File: src/shared/hub_port_cfg_pkg.sv
package hub_port_cfg_pkg;
   // ----------------------------------------
   // Register offsets
   // ----------------------------------------
   localparam logic [7:0] DRIVE_BOOST_ADDR   = 8'hF8;
   localparam logic [7:0] PIN_SWAP_ADDR      = 8'hFA;
   localparam logic [7:0] PORT_MAP_ADDR      = 8'hFB;
   // ----------------------------------------
   // Reset values
   // ----------------------------------------
   localparam logic [7:0] DRIVE_BOOST_RESET  = 8'h00;
   localparam logic [7:0] PIN_SWAP_RESET     = 8'h00;
   localparam logic [7:0] PORT_MAP_RESET     = 8'h21;
   // ----------------------------------------
   // Field positions and widths
   // ----------------------------------------
   localparam int         BOOST1_LSB         = 0;
   localparam int         BOOST2_LSB         = 2;
   localparam int         BOOST_W            = 2;
   localparam logic [7:0] BOOST_MASK         = 8'h0F;
   localparam int         SWAP_UP_BIT        = 0;
   localparam int         SWAP_DN1_BIT       = 1;
   localparam int         SWAP_DN2_BIT       = 2;
   localparam int         SWAP_PORTS         = 3;
   localparam logic [7:0] SWAP_MASK          = 8'h07;
   localparam int         MAP1_LSB           = 0;
   localparam int         MAP2_LSB           = 4;
   localparam int         MAP_W              = 4;
   // ----------------------------------------
   // Map field codes
   // ----------------------------------------
   localparam logic [3:0] MAP_DISABLED       = 4'h0;
   localparam logic [3:0] MAP_LOGICAL_1      = 4'h1;
   localparam logic [3:0] MAP_LOGICAL_2      = 4'h2;
   localparam logic [1:0] LOGICAL_NONE       = 2'h0;
   localparam logic [1:0] LOGICAL_1          = 2'h1;
   localparam logic [1:0] LOGICAL_2          = 2'h2;
   localparam logic [1:0] PHYS_PORT_COUNT    = 2'h2;
   // ----------------------------------------
   // Drive boost levels
   // ----------------------------------------
   typedef enum logic [1:0] {
      BOOST_NONE   = 2'b00,
      BOOST_LOW    = 2'b01,
      BOOST_MEDIUM = 2'b10,
      BOOST_HIGH   = 2'b11
   } boost_level_t;
endpackage

File: src/hw/hub_port_phy_config_regs.sv
`timescale 1ns/1ps
// Summary of operation
// - Bits 3:2 set port two drive boost: none, low, medium, high.
// - Bits 1:0 set port one drive boost with the same four levels.
// - A set swap bit exchanges D+ and D- between the port's two pins.
// - Swap bit 0 upstream, bit 1 port one, bit 2 port two; rest reserved.
// - Remap register takes effect only while map enable is set.
// - Bits 7:4 map physical port two: disabled, logical 1 or 2.
// - Bits 3:0 map physical port one: disabled, logical 1 or 2.
module hub_port_phy_config_regs (
   input  wire logic       core_clk,
   input  wire logic       rst,
   input  wire logic [7:0] cfg_addr,
   input  wire logic       cfg_wr,
   input  wire logic [7:0] cfg_wdata,
   output logic      [7:0] cfg_rdata,
   input  wire logic       logical_map_enable,
   output logic      [1:0] first_port_tx_boost,
   output logic      [1:0] second_port_tx_boost,
   output logic      [1:0] phys1_logical_num,
   output logic      [1:0] phys2_logical_num,
   output logic      [1:0] reported_port_count,
   input  wire logic [2:0] core_tx_plus,
   input  wire logic [2:0] core_tx_minus,
   input  wire logic [2:0] core_tx_oe,
   output logic      [2:0] core_rx_plus,
   output logic      [2:0] core_rx_minus,
   output logic      [2:0] positive_line_pin_o,
   output logic      [2:0] positive_line_pin_oe,
   input  wire logic [2:0] positive_line_pin_i,
   output logic      [2:0] negative_line_pin_o,
   output logic      [2:0] negative_line_pin_oe,
   input  wire logic [2:0] negative_line_pin_i
);
   // ----------------------------------------
   // Registers
   // ----------------------------------------
   logic [7:0] drive_boost_q;
   logic [7:0] line_swap_bits_q;
   logic [7:0] logical_map_fields_q;
   logic [1:0] phys1_logical_num_q;
   logic [1:0] phys2_logical_num_q;
   logic [1:0] reported_port_count_q;
   logic [7:0] cfg_rdata_q;
   // ----------------------------------------
   // Address decode
   // ----------------------------------------
   wire        hit_boost = (cfg_addr == hub_port_cfg_pkg::DRIVE_BOOST_ADDR);
   wire        hit_swap  = (cfg_addr == hub_port_cfg_pkg::PIN_SWAP_ADDR);
   wire        hit_map   = (cfg_addr == hub_port_cfg_pkg::PORT_MAP_ADDR);
   wire [7:0]  rdata_d   = hit_boost ? drive_boost_q :
                           hit_swap  ? line_swap_bits_q :
                           hit_map   ? logical_map_fields_q : 8'h00;
   wire [7:0]  boost_d   = cfg_wdata & hub_port_cfg_pkg::BOOST_MASK;
   wire [7:0]  swap_d    = cfg_wdata & hub_port_cfg_pkg::SWAP_MASK;
   // ----------------------------------------
   // Logical port mapping
   // ----------------------------------------
   wire [3:0]  map1_f  = logical_map_fields_q[hub_port_cfg_pkg::MAP1_LSB +: hub_port_cfg_pkg::MAP_W];
   wire [3:0]  map2_f  = logical_map_fields_q[hub_port_cfg_pkg::MAP2_LSB +: hub_port_cfg_pkg::MAP_W];
   wire [1:0]  map1_n  = (map1_f == hub_port_cfg_pkg::MAP_LOGICAL_1) ? hub_port_cfg_pkg::LOGICAL_1 :
                         (map1_f == hub_port_cfg_pkg::MAP_LOGICAL_2) ? hub_port_cfg_pkg::LOGICAL_2 :
                         hub_port_cfg_pkg::LOGICAL_NONE;
   wire [1:0]  map2_n  = (map2_f == hub_port_cfg_pkg::MAP_LOGICAL_1) ? hub_port_cfg_pkg::LOGICAL_1 :
                         (map2_f == hub_port_cfg_pkg::MAP_LOGICAL_2) ? hub_port_cfg_pkg::LOGICAL_2 :
                         hub_port_cfg_pkg::LOGICAL_NONE;
   wire [1:0]  phys1_d = logical_map_enable ? map1_n : hub_port_cfg_pkg::LOGICAL_1;
   wire [1:0]  phys2_d = logical_map_enable ? map2_n : hub_port_cfg_pkg::LOGICAL_2;
   wire [1:0]  count_d = logical_map_enable ?
                         ({1'b0, (map1_n != hub_port_cfg_pkg::LOGICAL_NONE)} +
                          {1'b0, (map2_n != hub_port_cfg_pkg::LOGICAL_NONE)}) :
                         hub_port_cfg_pkg::PHYS_PORT_COUNT;

   always_ff @(posedge core_clk or posedge rst)
   begin
      if (rst)
      begin
         drive_boost_q         <= hub_port_cfg_pkg::DRIVE_BOOST_RESET;
         line_swap_bits_q      <= hub_port_cfg_pkg::PIN_SWAP_RESET;
         logical_map_fields_q  <= hub_port_cfg_pkg::PORT_MAP_RESET;
         phys1_logical_num_q   <= hub_port_cfg_pkg::LOGICAL_1;
         phys2_logical_num_q   <= hub_port_cfg_pkg::LOGICAL_2;
         reported_port_count_q <= hub_port_cfg_pkg::PHYS_PORT_COUNT;
         cfg_rdata_q           <= 8'h00;
      end
      else
      begin
         if (cfg_wr && hit_boost)
            drive_boost_q <= boost_d;
         if (cfg_wr && hit_swap)
            line_swap_bits_q <= swap_d;
         if (cfg_wr && hit_map)
            logical_map_fields_q <= cfg_wdata;
         phys1_logical_num_q   <= phys1_d;
         phys2_logical_num_q   <= phys2_d;
         reported_port_count_q <= count_d;
         cfg_rdata_q           <= rdata_d;
      end
   end
   // ----------------------------------------
   // Outputs
   // ----------------------------------------
   assign first_port_tx_boost  = drive_boost_q[hub_port_cfg_pkg::BOOST1_LSB +: hub_port_cfg_pkg::BOOST_W];
   assign second_port_tx_boost = drive_boost_q[hub_port_cfg_pkg::BOOST2_LSB +: hub_port_cfg_pkg::BOOST_W];
   assign phys1_logical_num    = phys1_logical_num_q;
   assign phys2_logical_num    = phys2_logical_num_q;
   assign reported_port_count  = reported_port_count_q;
   assign cfg_rdata            = cfg_rdata_q;
   // ----------------------------------------
   // Per-port line swap
   // ----------------------------------------
   genvar p;
   generate
      for (p = 0; p < hub_port_cfg_pkg::SWAP_PORTS; p++)
      begin : g_port
         line_pin_swap u_swap (
            .core_clk             (core_clk),
            .rst                  (rst),
            .swap_en              (line_swap_bits_q[p]),
            .tx_plus              (core_tx_plus[p]),
            .tx_minus             (core_tx_minus[p]),
            .tx_oe                (core_tx_oe[p]),
            .rx_plus              (core_rx_plus[p]),
            .rx_minus             (core_rx_minus[p]),
            .positive_line_pin_o  (positive_line_pin_o[p]),
            .positive_line_pin_oe (positive_line_pin_oe[p]),
            .positive_line_pin_i  (positive_line_pin_i[p]),
            .negative_line_pin_o  (negative_line_pin_o[p]),
            .negative_line_pin_oe (negative_line_pin_oe[p]),
            .negative_line_pin_i  (negative_line_pin_i[p])
         );
      end
   endgenerate
   // ----------------------------------------
   // Checks
   // ----------------------------------------
   AST_BOOST2_WRITE: assert property (@(posedge core_clk) disable iff (rst)
      cfg_wr && hit_boost |=> second_port_tx_boost == $past(cfg_wdata[3:2]))
      else $error("Port two boost not loaded from bits 3:2");
   AST_BOOST1_WRITE: assert property (@(posedge core_clk) disable iff (rst)
      cfg_wr && hit_boost |=> first_port_tx_boost == $past(cfg_wdata[1:0]))
      else $error("Port one boost not loaded from bits 1:0");
   AST_SWAP_RESERVED: assert property (@(posedge core_clk) disable iff (rst)
      cfg_wr && hit_swap |=> ##1 cfg_rdata[7:3] == 5'h00 || !$past(hit_swap))
      else $error("Reserved swap bits read back nonzero");
   AST_SWAP_PORT2: assert property (@(posedge core_clk) disable iff (rst)
      line_swap_bits_q[2] |=>
      positive_line_pin_o[2] == $past(core_tx_minus[2]))
      else $error("Port two swap does not route D- to positive pin");
   AST_MAP_GATED: assert property (@(posedge core_clk) disable iff (rst)
      !logical_map_enable ##1 !logical_map_enable |->
      phys1_logical_num == 2'h1 && phys2_logical_num == 2'h2)
      else $error("Mapping applied while map enable is clear");
   AST_MAP_PORT2: assert property (@(posedge core_clk) disable iff (rst)
      logical_map_enable && map2_f == 4'h0 |=> phys2_logical_num == 2'h0)
      else $error("Port two not disabled by code 0000");
   AST_MAP_PORT1: assert property (@(posedge core_clk) disable iff (rst)
      logical_map_enable && map1_f == 4'h2 |=> phys1_logical_num == 2'h2)
      else $error("Port one not mapped to logical 2");
   AST_MAP_DEFAULT: assert property (@(posedge core_clk) disable iff (rst)
      $fell(logical_map_enable) |=> phys1_logical_num == 2'h1 && phys2_logical_num == 2'h2)
      else $error("Identity mapping not restored");
   AST_PORT_COUNT: assert property (@(posedge core_clk) disable iff (rst)
      logical_map_enable && map1_f == 4'h0 && map2_f == 4'h1 |=> reported_port_count == 2'h1)
      else $error("Reported count differs from enabled ports");
   AST_BOOST_RESERVED: assert property (@(posedge core_clk) disable iff (rst)
      cfg_wr && hit_boost |=>
      drive_boost_q[7:4] == 4'h0)
      else $error("Reserved boost bits stored nonzero");
   AST_BOOST_HOLD: assert property (@(posedge core_clk) disable iff (rst)
      !(cfg_wr && hit_boost) |=>
      $stable(drive_boost_q))
      else $error("Boost register changed without a write");
   AST_SWAP_BITS: assert property (@(posedge core_clk) disable iff (rst)
      cfg_wr && hit_swap |=>
      line_swap_bits_q == {5'h00, $past(cfg_wdata[2:0])})
      else $error("Swap bits not loaded from bits 2:0");
   AST_SWAP_HOLD: assert property (@(posedge core_clk) disable iff (rst)
      !(cfg_wr && hit_swap) |=>
      $stable(line_swap_bits_q))
      else $error("Swap register changed without a write");
   AST_SWAP_PORT1: assert property (@(posedge core_clk) disable iff (rst)
      line_swap_bits_q[1] |=>
      negative_line_pin_o[1] == $past(core_tx_plus[1]))
      else $error("Port one swap does not route D+ to negative pin");
   AST_SWAP_UP_CLEAR: assert property (@(posedge core_clk) disable iff (rst)
      !line_swap_bits_q[0] |=>
      positive_line_pin_o[0] == $past(core_tx_plus[0]))
      else $error("Upstream port not in normal pin assignment");
   AST_SWAP_SENSE: assert property (@(posedge core_clk) disable iff (rst)
      line_swap_bits_q[2] && !$past(rst, 2) |=>
      core_rx_plus[2] == $past(negative_line_pin_i[2], 3))
      else $error("Port two swap does not sense D+ on negative pin");
   AST_OE_FOLLOW: assert property (@(posedge core_clk) disable iff (rst)
      !$past(rst) |->
      negative_line_pin_oe[2] == $past(core_tx_oe[2]))
      else $error("Pin enable does not follow core enable");
   AST_MAP_WRITE: assert property (@(posedge core_clk) disable iff (rst)
      cfg_wr && hit_map |=>
      logical_map_fields_q == $past(cfg_wdata))
      else $error("Map register not loaded from write data");
   AST_MAP_PORT2_ONE: assert property (@(posedge core_clk) disable iff (rst)
      logical_map_enable && map2_f == 4'h1 |=>
      phys2_logical_num == 2'h1)
      else $error("Port two not mapped to logical 1");
   AST_MAP_PORT2_TWO: assert property (@(posedge core_clk) disable iff (rst)
      logical_map_enable && map2_f == 4'h2 |=>
      phys2_logical_num == 2'h2)
      else $error("Port two not mapped to logical 2");
   AST_MAP_PORT1_OFF: assert property (@(posedge core_clk) disable iff (rst)
      logical_map_enable && map1_f == 4'h0 |=>
      phys1_logical_num == 2'h0)
      else $error("Port one not disabled by code 0000");
   AST_MAP_PORT1_ONE: assert property (@(posedge core_clk) disable iff (rst)
      logical_map_enable && map1_f == 4'h1 |=>
      phys1_logical_num == 2'h1)
      else $error("Port one not mapped to logical 1");
   AST_COUNT_FULL: assert property (@(posedge core_clk) disable iff (rst)
      !logical_map_enable |=>
      reported_port_count == 2'h2)
      else $error("Count not two while mapping is off");
   AST_COUNT_BOTH: assert property (@(posedge core_clk) disable iff (rst)
      logical_map_enable && map1_f == 4'h1 && map2_f == 4'h2 |=>
      reported_port_count == 2'h2)
      else $error("Count not two with both ports mapped");
   AST_COUNT_NONE: assert property (@(posedge core_clk) disable iff (rst)
      logical_map_enable && map1_f == 4'h0 && map2_f == 4'h0 |=>
      reported_port_count == 2'h0)
      else $error("Count not zero with both ports disabled");
endmodule // hub_port_phy_config_regs

File: src/hw/line_pin_swap.sv
`timescale 1ns/1ps
module line_pin_swap (
   input  wire logic core_clk,
   input  wire logic rst,
   input  wire logic swap_en,
   input  wire logic tx_plus,
   input  wire logic tx_minus,
   input  wire logic tx_oe,
   output logic      rx_plus,
   output logic      rx_minus,
   output logic      positive_line_pin_o,
   output logic      positive_line_pin_oe,
   input  wire logic positive_line_pin_i,
   output logic      negative_line_pin_o,
   output logic      negative_line_pin_oe,
   input  wire logic negative_line_pin_i
);
   // ----------------------------------------
   // Pin input synchronisers
   // ----------------------------------------
   logic [1:0] pos_sync_q;
   logic [1:0] neg_sync_q;
   wire        pos_s = pos_sync_q[1];
   wire        neg_s = neg_sync_q[1];
   // ----------------------------------------
   // Line steering
   // ----------------------------------------
   wire        pos_d    = swap_en ? tx_minus : tx_plus;
   wire        neg_d    = swap_en ? tx_plus  : tx_minus;
   wire        rx_pl_d  = swap_en ? neg_s    : pos_s;
   wire        rx_mi_d  = swap_en ? pos_s    : neg_s;

   always_ff @(posedge core_clk or posedge rst)
   begin
      if (rst)
      begin
         pos_sync_q           <= 2'h0;
         neg_sync_q           <= 2'h0;
         positive_line_pin_o  <= 1'b0;
         negative_line_pin_o  <= 1'b0;
         positive_line_pin_oe <= 1'b0;
         negative_line_pin_oe <= 1'b0;
         rx_plus              <= 1'b0;
         rx_minus             <= 1'b0;
      end
      else
      begin
         pos_sync_q           <= {pos_sync_q[0], positive_line_pin_i};
         neg_sync_q           <= {neg_sync_q[0], negative_line_pin_i};
         positive_line_pin_o  <= pos_d;
         negative_line_pin_o  <= neg_d;
         positive_line_pin_oe <= tx_oe;
         negative_line_pin_oe <= tx_oe;
         rx_plus              <= rx_pl_d;
         rx_minus             <= rx_mi_d;
      end
   end

   AST_SWAP_DRIVE: assert property (@(posedge core_clk) disable iff (rst)
      positive_line_pin_o == ($past(swap_en) ? $past(tx_minus) : $past(tx_plus)))
      else $error("Positive line pin does not follow swap setting");
endmodule // line_pin_swap

File: config.mk
export PLATFORM = sky130hd
export DESIGN_NAME = hub_port_phy_config_regs
export DESIGN_NICKNAME = d
export VERILOG_FILES = /design/src/shared/hub_port_cfg_pkg.sv /design/src/hw/hub_port_phy_config_regs.sv /design/src/hw/line_pin_swap.sv
export SDC_FILE = /design/constraint.sdc
export NUM_CORES = 1
export LEC_CHECK = 0
export BUFFER_PORTS_ARGS = -buffer_cell sky130_fd_sc_hd__buf_2
export CORE_MARGIN = 2
export CORE_UTILIZATION = 40
export CTS_CLUSTER_DIAMETER = 150
export DETAILED_ROUTE_END_ITERATION = 8
export GPL_TIMING_DRIVEN = 0
export HOLD_SLACK_MARGIN = 0.06
export PLACE_DENSITY = 0.65
export SYNTH_ARGS = -nofsm -noshare
export SYNTH_HDL_FRONTEND = slang
export SYNTH_SLANG_ARGS = --single-unit
export TNS_END_PERCENT = 5
File: constraint.sdc
create_clock -name core_clk -period 1.79 [get_ports core_clk]
set_input_delay 0.2685 -clock core_clk [delete_from_list [all_inputs] [get_ports core_clk]]
set_output_delay 0.2685 -clock core_clk [all_outputs]
set_load 0.01 [all_outputs]
=== Word level (Yosys, flattened, before mapping) ===
Cells that the tools add are included.
Widths: inputs -> output; s select.

* Register bits: 56
* Bits of input ports: 35
* Output and inout bits: 36
* Word-level logic and storage cells: 63

* Add/subtract/negate cells: 1
* Eq/ne operators: 7
* Muxes and demuxes: 22
* Reductions and logical operators: 5

{| class="wikitable"
|+ Operator list
! kind !! number
|-
| $eq 8x8->1 const B || 3
|-
| $mux 8 || 3
|-
| $mux 2 || 7
|-
| $mux 1 || 12
|-
| $eq 4x1->1 const B || 2
|-
| $eq 4x2->1 const B || 2
|-
| $reduce_bool 2->1 || 2
|-
| $logic_and 1x1->1 || 3
|-
| $add 1x1->2 || 1
|}

=== Longest topological paths before layout ===
Gate-level depths: netlist (run 1).

* Word-level depth: 6
* Mapped depth: 5

=== Hierarchy ===
A second synthesis (run 1) with hierarchy kept.

* Cell total of the unflattened synthesis: 135
* Area, all modules: 2067.0 um^2

{| class="wikitable"
|+ Modules (own cells, without submodules)
! module !! instances !! cells an instance !! area an instance (um^2) !! sequential area each (um^2)
|-
| hub_port_phy_config_regs || 1 || 90 || 1222.4 || 732.0
|-
| line_pin_swap || 3 || 15 || 281.5 || 225.2
|}

=== Worst setup path before layout (run 1) ===
No wires, ideal clock.

* Kind: input to register
* From: in cfg_addr[2]
* To: reg drive_boost_q[0]
* Library setup time: 125 ps
* Arrival time: 1178 ps
* Path slack: 487 ps
* Stages on the path: 3
* Cells stage by stage: and4b_2 > and4_1 > mux2_2

* Word-level cells in the longest chain between the ends: 2

{| class="wikitable"
|+ Ends and longest elaborated chain
! what !! line !! RTL
|-
| from (decl) || hub_port_phy_config_regs.sv:13 || <nowiki>input wire logic [7:0] cfg_addr,</nowiki>
|-
| $eq 8x8->1 || hub_port_phy_config_regs.sv:48 || <nowiki>wire hit_boost = (cfg_addr == hub_port_cfg_pkg::DRIVE_BOOST_ADDR);</nowiki>
|-
| $logic_and 1x1->1 || hub_port_phy_config_regs.sv:88 || <nowiki>if (cfg_wr && hit_boost)</nowiki>
|-
| to (signal assigned) || hub_port_phy_config_regs.sv:78 || <nowiki>drive_boost_q <= hub_port_cfg_pkg::DRIVE_BOOST_RESET;</nowiki>
|-
| to (signal assigned) || hub_port_phy_config_regs.sv:89 || <nowiki>drive_boost_q <= boost_d;</nowiki>
|-
| to (decl) || hub_port_phy_config_regs.sv:38 || <nowiki>logic [7:0] drive_boost_q;</nowiki>
|}

No other way between the ends.
A chain may end at the register's enable or synchronous reset.

=== Final worst setup path (run 1) ===
* From: reg logical_map_fields_q[0]
* To: reg reported_port_count_q[0], in the netlist reported_port_count[0]

* Word-level cells in the longest chain between the ends: 6
* Elaborated cells between the ends (all ways): 7
* Those cells by class: 1 x add/sub; 2 x eq/ne; 3 x mux; 1 x reduce/logical

{| class="wikitable"
|+ Ends and longest elaborated chain
! what !! line !! RTL
|-
| from (decl) || hub_port_phy_config_regs.sv:40 || <nowiki>logic [7:0] logical_map_fields_q;</nowiki>
|-
| from (signal assigned) || hub_port_phy_config_regs.sv:80 || <nowiki>logical_map_fields_q <= hub_port_cfg_pkg::PORT_MAP_RESET;</nowiki>
|-
| from (signal assigned) || hub_port_phy_config_regs.sv:93 || <nowiki>logical_map_fields_q <= cfg_wdata;</nowiki>
|-
| $eq 4x2->1 || hub_port_phy_config_regs.sv:62 || <nowiki>(map1_f == hub_port_cfg_pkg::MAP_LOGICAL_2) ? hub_port_cfg_pkg::LOGICAL_2 :</nowiki>
|-
| $mux 2 || hub_port_phy_config_regs.sv:62 ||
|-
| $mux 2 * || hub_port_phy_config_regs.sv:61 || <nowiki>wire [1:0] map1_n = (map1_f == hub_port_cfg_pkg::MAP_LOGICAL_1) ? hub_port_cfg_pkg::LOGICAL_1 :</nowiki>
|-
| $reduce_bool 2->1 * || hub_port_phy_config_regs.sv:70 || <nowiki>({1'b0, (map1_n != hub_port_cfg_pkg::LOGICAL_NONE)} +</nowiki>
|-
| $add 1x1->2 * || hub_port_phy_config_regs.sv:70 ||
|-
| $mux 2 * || hub_port_phy_config_regs.sv:69 || <nowiki>wire [1:0] count_d = logical_map_enable ?</nowiki>
|-
| net count_d[0] || hub_port_phy_config_regs.sv:69 ||
|-
| to (signal assigned) || hub_port_phy_config_regs.sv:83 || <nowiki>reported_port_count_q <= hub_port_cfg_pkg::PHYS_PORT_COUNT;</nowiki>
|-
| to (signal assigned) || hub_port_phy_config_regs.sv:96 || <nowiki>reported_port_count_q <= count_d;</nowiki>
|-
| to (decl) || hub_port_phy_config_regs.sv:43 || <nowiki>logic [1:0] reported_port_count_q;</nowiki>
|}

Mark *: on every way through the listed nets, which the timed path passes. The rest lies on a longest branch.

==> flow_metrics.py, run 1 <==
metrics = {
    "worst_setup_path": {
        "slowest_stage": "dfstp_2",
        "crit_required_ns": 1.98,
        "cp_max_fo": 5,
        "r2r.worst_path.cells": 4,
        "ff2ff_setup_slack_ns": 0.45,
        "worstPathCellList": "xnor2_1 > nor3_1 > ha_1 > and2_1",
        "crit_path_end_kind": "flip-flop",
        "worst_reg2reg_startpoint": "logical_map_fields_q[0]",
        "timing.critical_path.from_type": "flip-flop",
        "cp.buffers_inverters": 0,
        "criticalPathCategory": "flip-flop to flip-flop",
        "critical_path_max_stage_delay_ns": 0.58,
        "critical_path.reg2reg.endpoint": "reported_port_count[0]",
        "critical_path.top_delay_family": "flip-flops",
        "timing.critical_path.arrival_ns": 1.53,
    },
    "floorplan": {
        "ioPinCount": 71,
        "dieWidth_um": 77.7,
        "row_count": 26,
        "dieArea_sq_um": 6030,
        "placeableCoreArea_sq_um": 5170,
        "die_h_um": 77.7,
        "initial_core_util_pct": 42.0,
    },
    "route": {
        "drt_drc_violations_left": 0,
        "dr_wl_met3_um": 187,
        "wl_per_cell_um": 12.8,
        "drt_iter0_markers": 70,
        "detail-route-antenna-nets": 0,
        "detail_route.wirelength.met1_um": 1670,
        "mean_number_of_vias_per_cell": 4.47,
        "detailroute.via_count": 1332,
        "drt_first_pass_iters": 4,
        "routed-wl-met2_um": 1920,
        "routed_wl_um": 3820,
        "top_layer": "met4",
    },
    "timing": {
        "final-max-slew-violation-count": 0,
        "fmax_ghz": 0.748,
        "worst-slew-pin-transition_ns": 0.447,
        "clock_skew_ns": 0.00437,
        "slew_headroom_pct": 70.1,
        "setup-violations-final": 0,
        "final.min_clock_period_ns": 1.34,
        "fin_crit_sh_pct": 74.7,
        "setup_tns_ns": 0,
        "timing.final.hold_violations": 0,
        "layout_setup_ws_ns": 0.454,
        "finalHoldWorstSlack_ns": 0.0783,
        "unrepaired_setup_endpoints_after_global_routing": "false",
    },
    "cts": {
        "ctsLongestPathBuffers": 2,
        "cts_resized": 0,
        "cts_sinks": 56,
        "clk_root_buffer_cell": "clkbuf_8",
        "cts_buffers": 5,
        "tritoncts": "yes",
        "clk_pin_slew_worst_paths_ns": 0.09,
        "clock_insertion_delay_worst_skew_ns": 0.30,
        "cts-htree-levels": 2,
        "post_cts_buffers": 0,
        "post_cts_hold_buffer_count": 4,
    },
    "global_routing": {
        "globalRoute.totalOverflow": 0,
        "number_of_antenna_violations_at_the_first_check_in_global_routing": 0,
        "first_global_vias": 1285,
        "grt_start_max_net_pins": 37,
        "grt_usage_pct": 12.9,
        "first_pass_grt_wire_length_um": 6070,
    },
    "power_and_ir_drop": {
        "power.leakage_nw": 1.42,
        "seq_power_share_pct": 60.5,
        "p_clk_share_pct": 28.9,
        "combinational_power_share_pct": 10.7,
        "netSwitchingFraction_pct": 22.6,
        "power-per-cell-area_nw_per_um2": 807,
        "ir_worst_vdd_mv": 0.368,
        "internal-power_w": 0.00173,
        "power.switching_w": 0.000506,
    },
    "logic_synthesis": {
        "synth-seq-area-share_pct": 64.8,
        "synth.ff_latch_count": 56,
        "synth.yosys.warnings": 0,
        "avgSynthCellArea_sq_um": 15.2,
        "syn-num-nets": 179,
        "synth_cell_type_count": 28,
        "syn_inst": 143,
        "synthesis.area_sq_um": 2170,
    },
    "place": {
        "placement.cell_area_sq_um": 2620,
        "hpwlAfterDp_um": 2790,
        "portBuffers": 69,
        "pre_cts_ws_ns": 0.259,
        "gp_routability_congestion": 0.689,
    },
    "cells_and_area": {
        "n_fill_cell": 465,
        "finalNetCount": 263,
        "area_delta_synth_final_pct": 27.8,
        "final_design_area_no_fill_sq_um": 2780,
        "final_util_pct": 53.7,
        "post_route_cells_drive_above_1_share_pct": 60.1,
        "antenna_cells_inserted": 0,
    },
    "min_path": {
        "min_path_cells": 1,
        "hold_path_startpoint": "positive_line_pin_i[1]",
        "timing.hold.worst.class": "input pin to flip-flop",
        "worst_hold_path.endpoint": "g_port[1].u_swap.pos_sync_q[0]",
    },
    "job": {
        "drv_cap": 0,
    },
    "run_status": {
        "outcome": "finished clean",
    },
}
per-layer routing:
| metal | up-vias | global-route usage [%] |
|---|---|---|
| met5 | - | 0 |
| met1 | 646 | 16.5 |
| met3 | 5 | 3.37 |
| met4 | 0 | 4.82 |
| li1 | 643 | - |
| met2 | 38 | 21.0 |
cell families (layout without fill, tap and decap cells):
| kind of cell | after synthesis | in the layout | synth area share (%) |
|---|---|---|---|
| buf+inv | 23 | 108 | 7.78 |
| xor+xnor | 2 | 2 | 0.807 |
| fa+ha+maj | 1 | 1 | 0.576 |
| flops | 56 | 56 | 64.8 |
| compound gates | 6 | 6 | 2.36 |
| mux | 30 | 30 | 15.4 |
| simple gates | 25 | 25 | 8.24 |
cells in the mapped netlist:
cell / n / area (sq um)
a22oi_1: 1 / 7.51
and2_0: 1 / 6.26
and2_1: 4 / 25.0
and2_2: 1 / 7.51
and2_4: 1 / 8.76
and2b_1: 1 / 7.51
and3_2: 4 / 30.0
and4_1: 1 / 8.76
and4b_2: 1 / 11.3
buf_4: 18 / 135
buf_6: 2 / 22.5
dfrtp_1: 51 / 1280
dfstp_2: 5 / 131
ha_1: 1 / 12.5
inv_1: 3 / 11.3
mux2_2: 27 / 304
mux2i_1: 3 / 30.0
nand2_1: 2 / 7.51
nand2b_1: 1 / 6.26
nand4_1: 1 / 6.26
nand4_4: 1 / 21.3
nor2_1: 1 / 3.75
nor2b_1: 1 / 6.26
nor3_1: 2 / 10.0
nor4_1: 2 / 12.5
o2bb2ai_1: 3 / 26.3
o41ai_1: 2 / 17.5
xnor2_1: 2 / 17.5
cells in the final DEF, fill, tap and decap left out, drive strengths merged, types with 2 or more instances in the layout:
master,instances
dfrtp,51
nand4,2
and2,7
nand2,2
xnor2,2
dfstp,5
and3,4
clkbuf,7
buf,90
o41ai,2
mux2,27
dlygate4sd3,7
nor4,2
o2bb2ai,3
nor3,2
mux2i,3
inv,3
worst reg2reg max path: stages, from the launching register on:
cell	delay, ns
dfstp_2	0.58
xnor2_1	0.07
nor3_1	0.19
ha_1	0.26
and2_1	0.13
power by group through the flow:
stage          Sequential [W]  Clock [W]  Combinational, W
2_1_floorplan         0.00138          0          0.000130
3_3_place_gp          0.00138          0          0.000223
3_5_place_dp          0.00138          0          0.000232
4_1_cts               0.00136   0.000676          0.000240
5_1_grt               0.00136   0.000735          0.000265
6_report              0.00136   0.000647          0.000239
worst max-delay path by stage:
stage | startpoint | to | slack [ns] | depth (start not counted)
after CTS | logical_map_fields_q[0] | reported_port_count[0] | 0.42 | 4
final | logical_map_fields_q[0] | reported_port_count[0] | 0.45 | 4
after global routing | logical_map_fields_q[0] | reported_port_count[0] | 0.36 | 4
after detailed placement | cfg_addr[2] | drive_boost_q[1] | 0.26 | 4
after global placement | rst | g_port[0].u_swap.pos_sync_q[0] | -0.53 | 2
after floorplan | rst | cfg_rdata[0] | 0.16 | 1
area by class of cell:
type                            count  area (sq um)  share of cell area [%]
Buffer                             20           158                    5.68
Clock buffer                        7          76.3                    2.75
Clock inverter                      1          5.00                   0.180
Inverter                            3          11.3                   0.406
Sequential cell                    56          1410                    50.7
Multi-Input combinational cell     64           594                    21.4
Timing Repair Buffer               77           435                    15.7
Tap cell                           70          87.6                    3.16
sequential cells by signal, indices dropped and copies added (netlist names):
register / count
cfg_rdata: 8
g_port.u_swap.negative_line_pin_o: 3
line_swap_bits_q: 3
phys2_logical_num: 2
g_port.u_swap.pos_sync_q: 6
drive_boost_q: 4
g_port.u_swap.rx_minus: 3
phys1_logical_num: 2
logical_map_fields_q: 8
g_port.u_swap.positive_line_pin_oe: 3
g_port.u_swap.neg_sync_q: 6
g_port.u_swap.rx_plus: 3
g_port.u_swap.positive_line_pin_o: 3
reported_port_count: 2
per-stage QoR:
step           instances  total power (W)
2_1_floorplan        143          0.00151
3_3_place_gp         282          0.00160
3_5_place_dp         283          0.00161
4_1_cts              295          0.00227
5_1_grt              298          0.00236
6_report             298          0.00224
Power figures use the tool's default switching activity.
==> run 2, diff against run 1 <==
PLACE_DENSITY = 0.68   (was 0.65)
clock period = 1.1 ns   (was 1.79 ns; I/O delays follow)
==> run 2 against run 1 <==
The run now ends with negative setup slack left. Via count is 1.1% lower. Global-route usage is 1.0 points higher. Maximum frequency is 3.3% higher. Worst setup slack worse by 0.65 ns. Clock power is 81% higher. Critical endpoint unchanged. Critical path depth stayed put. Core utilization is 1.3 points higher.
==> flow_metrics.py, run 2 (synthesis results as in run 1) <==
metrics = {
    "worst_setup_path": {
        "cp_max_fo": 5,
        "slowest_stage": "dfstp_2",
        "critical_path_max_stage_delay_ns": 0.60,
        "timing.critical_path.arrival_ns": 1.49,
        "timing.critical_path.from_type": "flip-flop",
        "worstPathCellList": "xnor2_2 > nor3_2 > ha_1 > and2_1",
        "criticalPathCategory": "flip-flop to flip-flop",
        "ff2ff_setup_slack_ns": -0.19,
        "crit_required_ns": 1.30,
        "crit_path_end_kind": "flip-flop",
    },
    "cts": {
        "cts_sinks": 56,
        "cts-htree-levels": 2,
        "ctsLongestPathBuffers": 2,
        "post_cts_buffers": 0,
        "cts_buffers": 5,
        "clock_insertion_delay_worst_skew_ns": 0.29,
        "clk_pin_slew_worst_paths_ns": 0.09,
        "tritoncts": "yes",
        "clk_root_buffer_cell": "clkbuf_8",
    },
    "power_and_ir_drop": {
        "p_clk_share_pct": 31.0,
        "ir_worst_vdd_mv": 0.630,
        "power-per-cell-area_nw_per_um2": 1330,
        "seq_power_share_pct": 58.4,
        "power.leakage_nw": 1.45,
        "netSwitchingFraction_pct": 21.8,
        "power.switching_w": 0.000825,
        "combinational_power_share_pct": 10.6,
        "internal-power_w": 0.00296,
    },
    "floorplan": {
        "dieWidth_um": 77.7,
        "initial_core_util_pct": 42.0,
        "dieArea_sq_um": 6030,
        "die_h_um": 77.7,
        "row_count": 26,
        "ioPinCount": 71,
        "placeableCoreArea_sq_um": 5170,
    },
    "global_routing": {
        "first_global_vias": 1327,
        "first_pass_grt_wire_length_um": 6530,
        "number_of_antenna_violations_at_the_first_check_in_global_routing": 0,
        "globalRoute.totalOverflow": 0,
        "grt_usage_pct": 13.9,
        "grt_start_max_net_pins": 57,
    },
    "route": {
        "drt_drc_violations_left": 0,
        "drt_iter0_markers": 32,
        "mean_number_of_vias_per_cell": 4.40,
        "detailroute.via_count": 1317,
        "wl_per_cell_um": 13.3,
        "detail-route-antenna-nets": 0,
        "routed_wl_um": 3980,
        "drt_first_pass_iters": 5,
    },
    "timing": {
        "slew_headroom_pct": 23.8,
        "worst-slew-pin-transition_ns": 1.14,
        "setup-violations-final": 3,
        "finalHoldWorstSlack_ns": 0.0875,
        "fmax_ghz": 0.773,
        "clock_skew_ns": 0.00645,
        "unrepaired_setup_endpoints_after_global_routing": "true",
        "final-max-slew-violation-count": 0,
        "layout_setup_ws_ns": -0.194,
        "final.min_clock_period_ns": 1.29,
        "fin_crit_sh_pct": 118,
        "timing.final.hold_violations": 0,
    },
    "job": {
        "drv_cap": 0,
    },
    "place": {
        "hpwlAfterDp_um": 2780,
        "placed_instances": 282,
        "portBuffers": 69,
        "gp_routability_congestion": 0.678,
    },
    "cells_and_area": {
        "finalNetCount": 264,
        "area_delta_synth_final_pct": 31.0,
        "post_route_cells_drive_above_1_share_pct": 62.0,
        "most-common-layout-cells": "buf_2 (66), dfrtp_1 (51), mux2_2 (27)",
        "fin_cells": 299,
        "layout_commonest_cell": "buf_2",
        "antenna_cells_inserted": 0,
    },
    "run_status": {
        "failed_checks": "negative setup slack",
        "outcome": "finished with violations",
    },
    "min_path": {
        "timing.hold.worst.class": "input pin to flip-flop",
    },
}
==> run 2: changes by cell type in the layout (fill, tap and decap cells not counted), moves of 2 or more <==
cell,delta
buf_2,-3
buf_6,+3
clkbuf_8,+2
dlygate4sd3_1,+2
nor3_1,-2
nor3_2,+2
==> run 2: area by class of cell <==
cell class / count / area (sq um)
multi-input cells: 64 / 621
flip-flops and latches: 56 / 1410
clock buffers: 8 / 100
repair buffers: 78 / 454
well taps: 70 / 87.6
inverters: 3 / 15.0
plain buffers: 20 / 158
fillers: 448 / 2330
==> run 2: per-stage QoR <==
step | setup WS (ns) | area, sq um | utilization [%] | setup TNS [ns] | total power (W)
2_1_floorplan | -0.115 | 2170 | - | -0.733 | 0.00246
3_3_place_gp | -0.311 | 2610 | 50.4 | -5.47 | 0.00261
3_5_place_dp | -0.320 | 2610 | 50.4 | -6.27 | 0.00262
4_1_cts | -0.218 | 2830 | 54.7 | -0.376 | 0.00383
5_1_grt | -0.249 | 2840 | 55.0 | -1.12 | 0.00398
6_report | -0.194 | 2840 | 55.0 | -0.254 | 0.00378
==> run 2: what timing repair did <==
item	CTS	global route
gates cloned	0	0
hold buffers	9	0
gates resized for setup	5	3
hold endpoints to repair	9	0
setup endpoints to repair	14	29
==> run 2: worst max-delay path, delay by kind of cell, from the launching register on <==
family,cells,cell delay (ns)
XOR/XNOR,1,0.07
AND/OR/NAND/NOR,2,0.27
flip-flops,1,0.60
adder cells (fa/ha/maj),1,0.25
==> run 2: power groups by stage <==
stage | registers, W | clock network, W | logic (W)
after global placement | 0.00224 | 0 | 0.000364
after detailed placement | 0.00225 | 0 | 0.000370
after floorplan | 0.00224 | 0 | 0.000212
final | 0.00221 | 0.00117 | 0.000401
after CTS | 0.00221 | 0.00122 | 0.000406
after global routing | 0.00222 | 0.00132 | 0.000442
==> run 2: worst paths after layout <==
kind,end,depth (start not counted),start
setup / recovery,reported_port_count[0],4,logical_map_fields_q[0]
hold / removal,reported_port_count[1],2,logical_map_enable
setup reg to reg,reported_port_count[0],4,logical_map_fields_q[0]
hold reg to reg,g_port[2].u_swap.pos_sync_q[1],0,g_port[2].u_swap.pos_sync_q[0]
max in group asynchronous,cfg_rdata[5],2,rst
min in group asynchronous,g_port[2].u_swap.positive_line_pin_o,2,rst
==> run 2: per-layer routing <==
| layer | vias to the layer above | track usage [%] | routed length [um] |
|---|---|---|---|
| li1 | 643 | - | - |
| met1 | 629 | 18.5 | 1710 |
| met2 | 40 | 22.1 | 2010 |
| met3 | 5 | 3.60 | 227 |
| met4 | 0 | 4.82 | 38 |
| met5 | - | 0 | 0 |
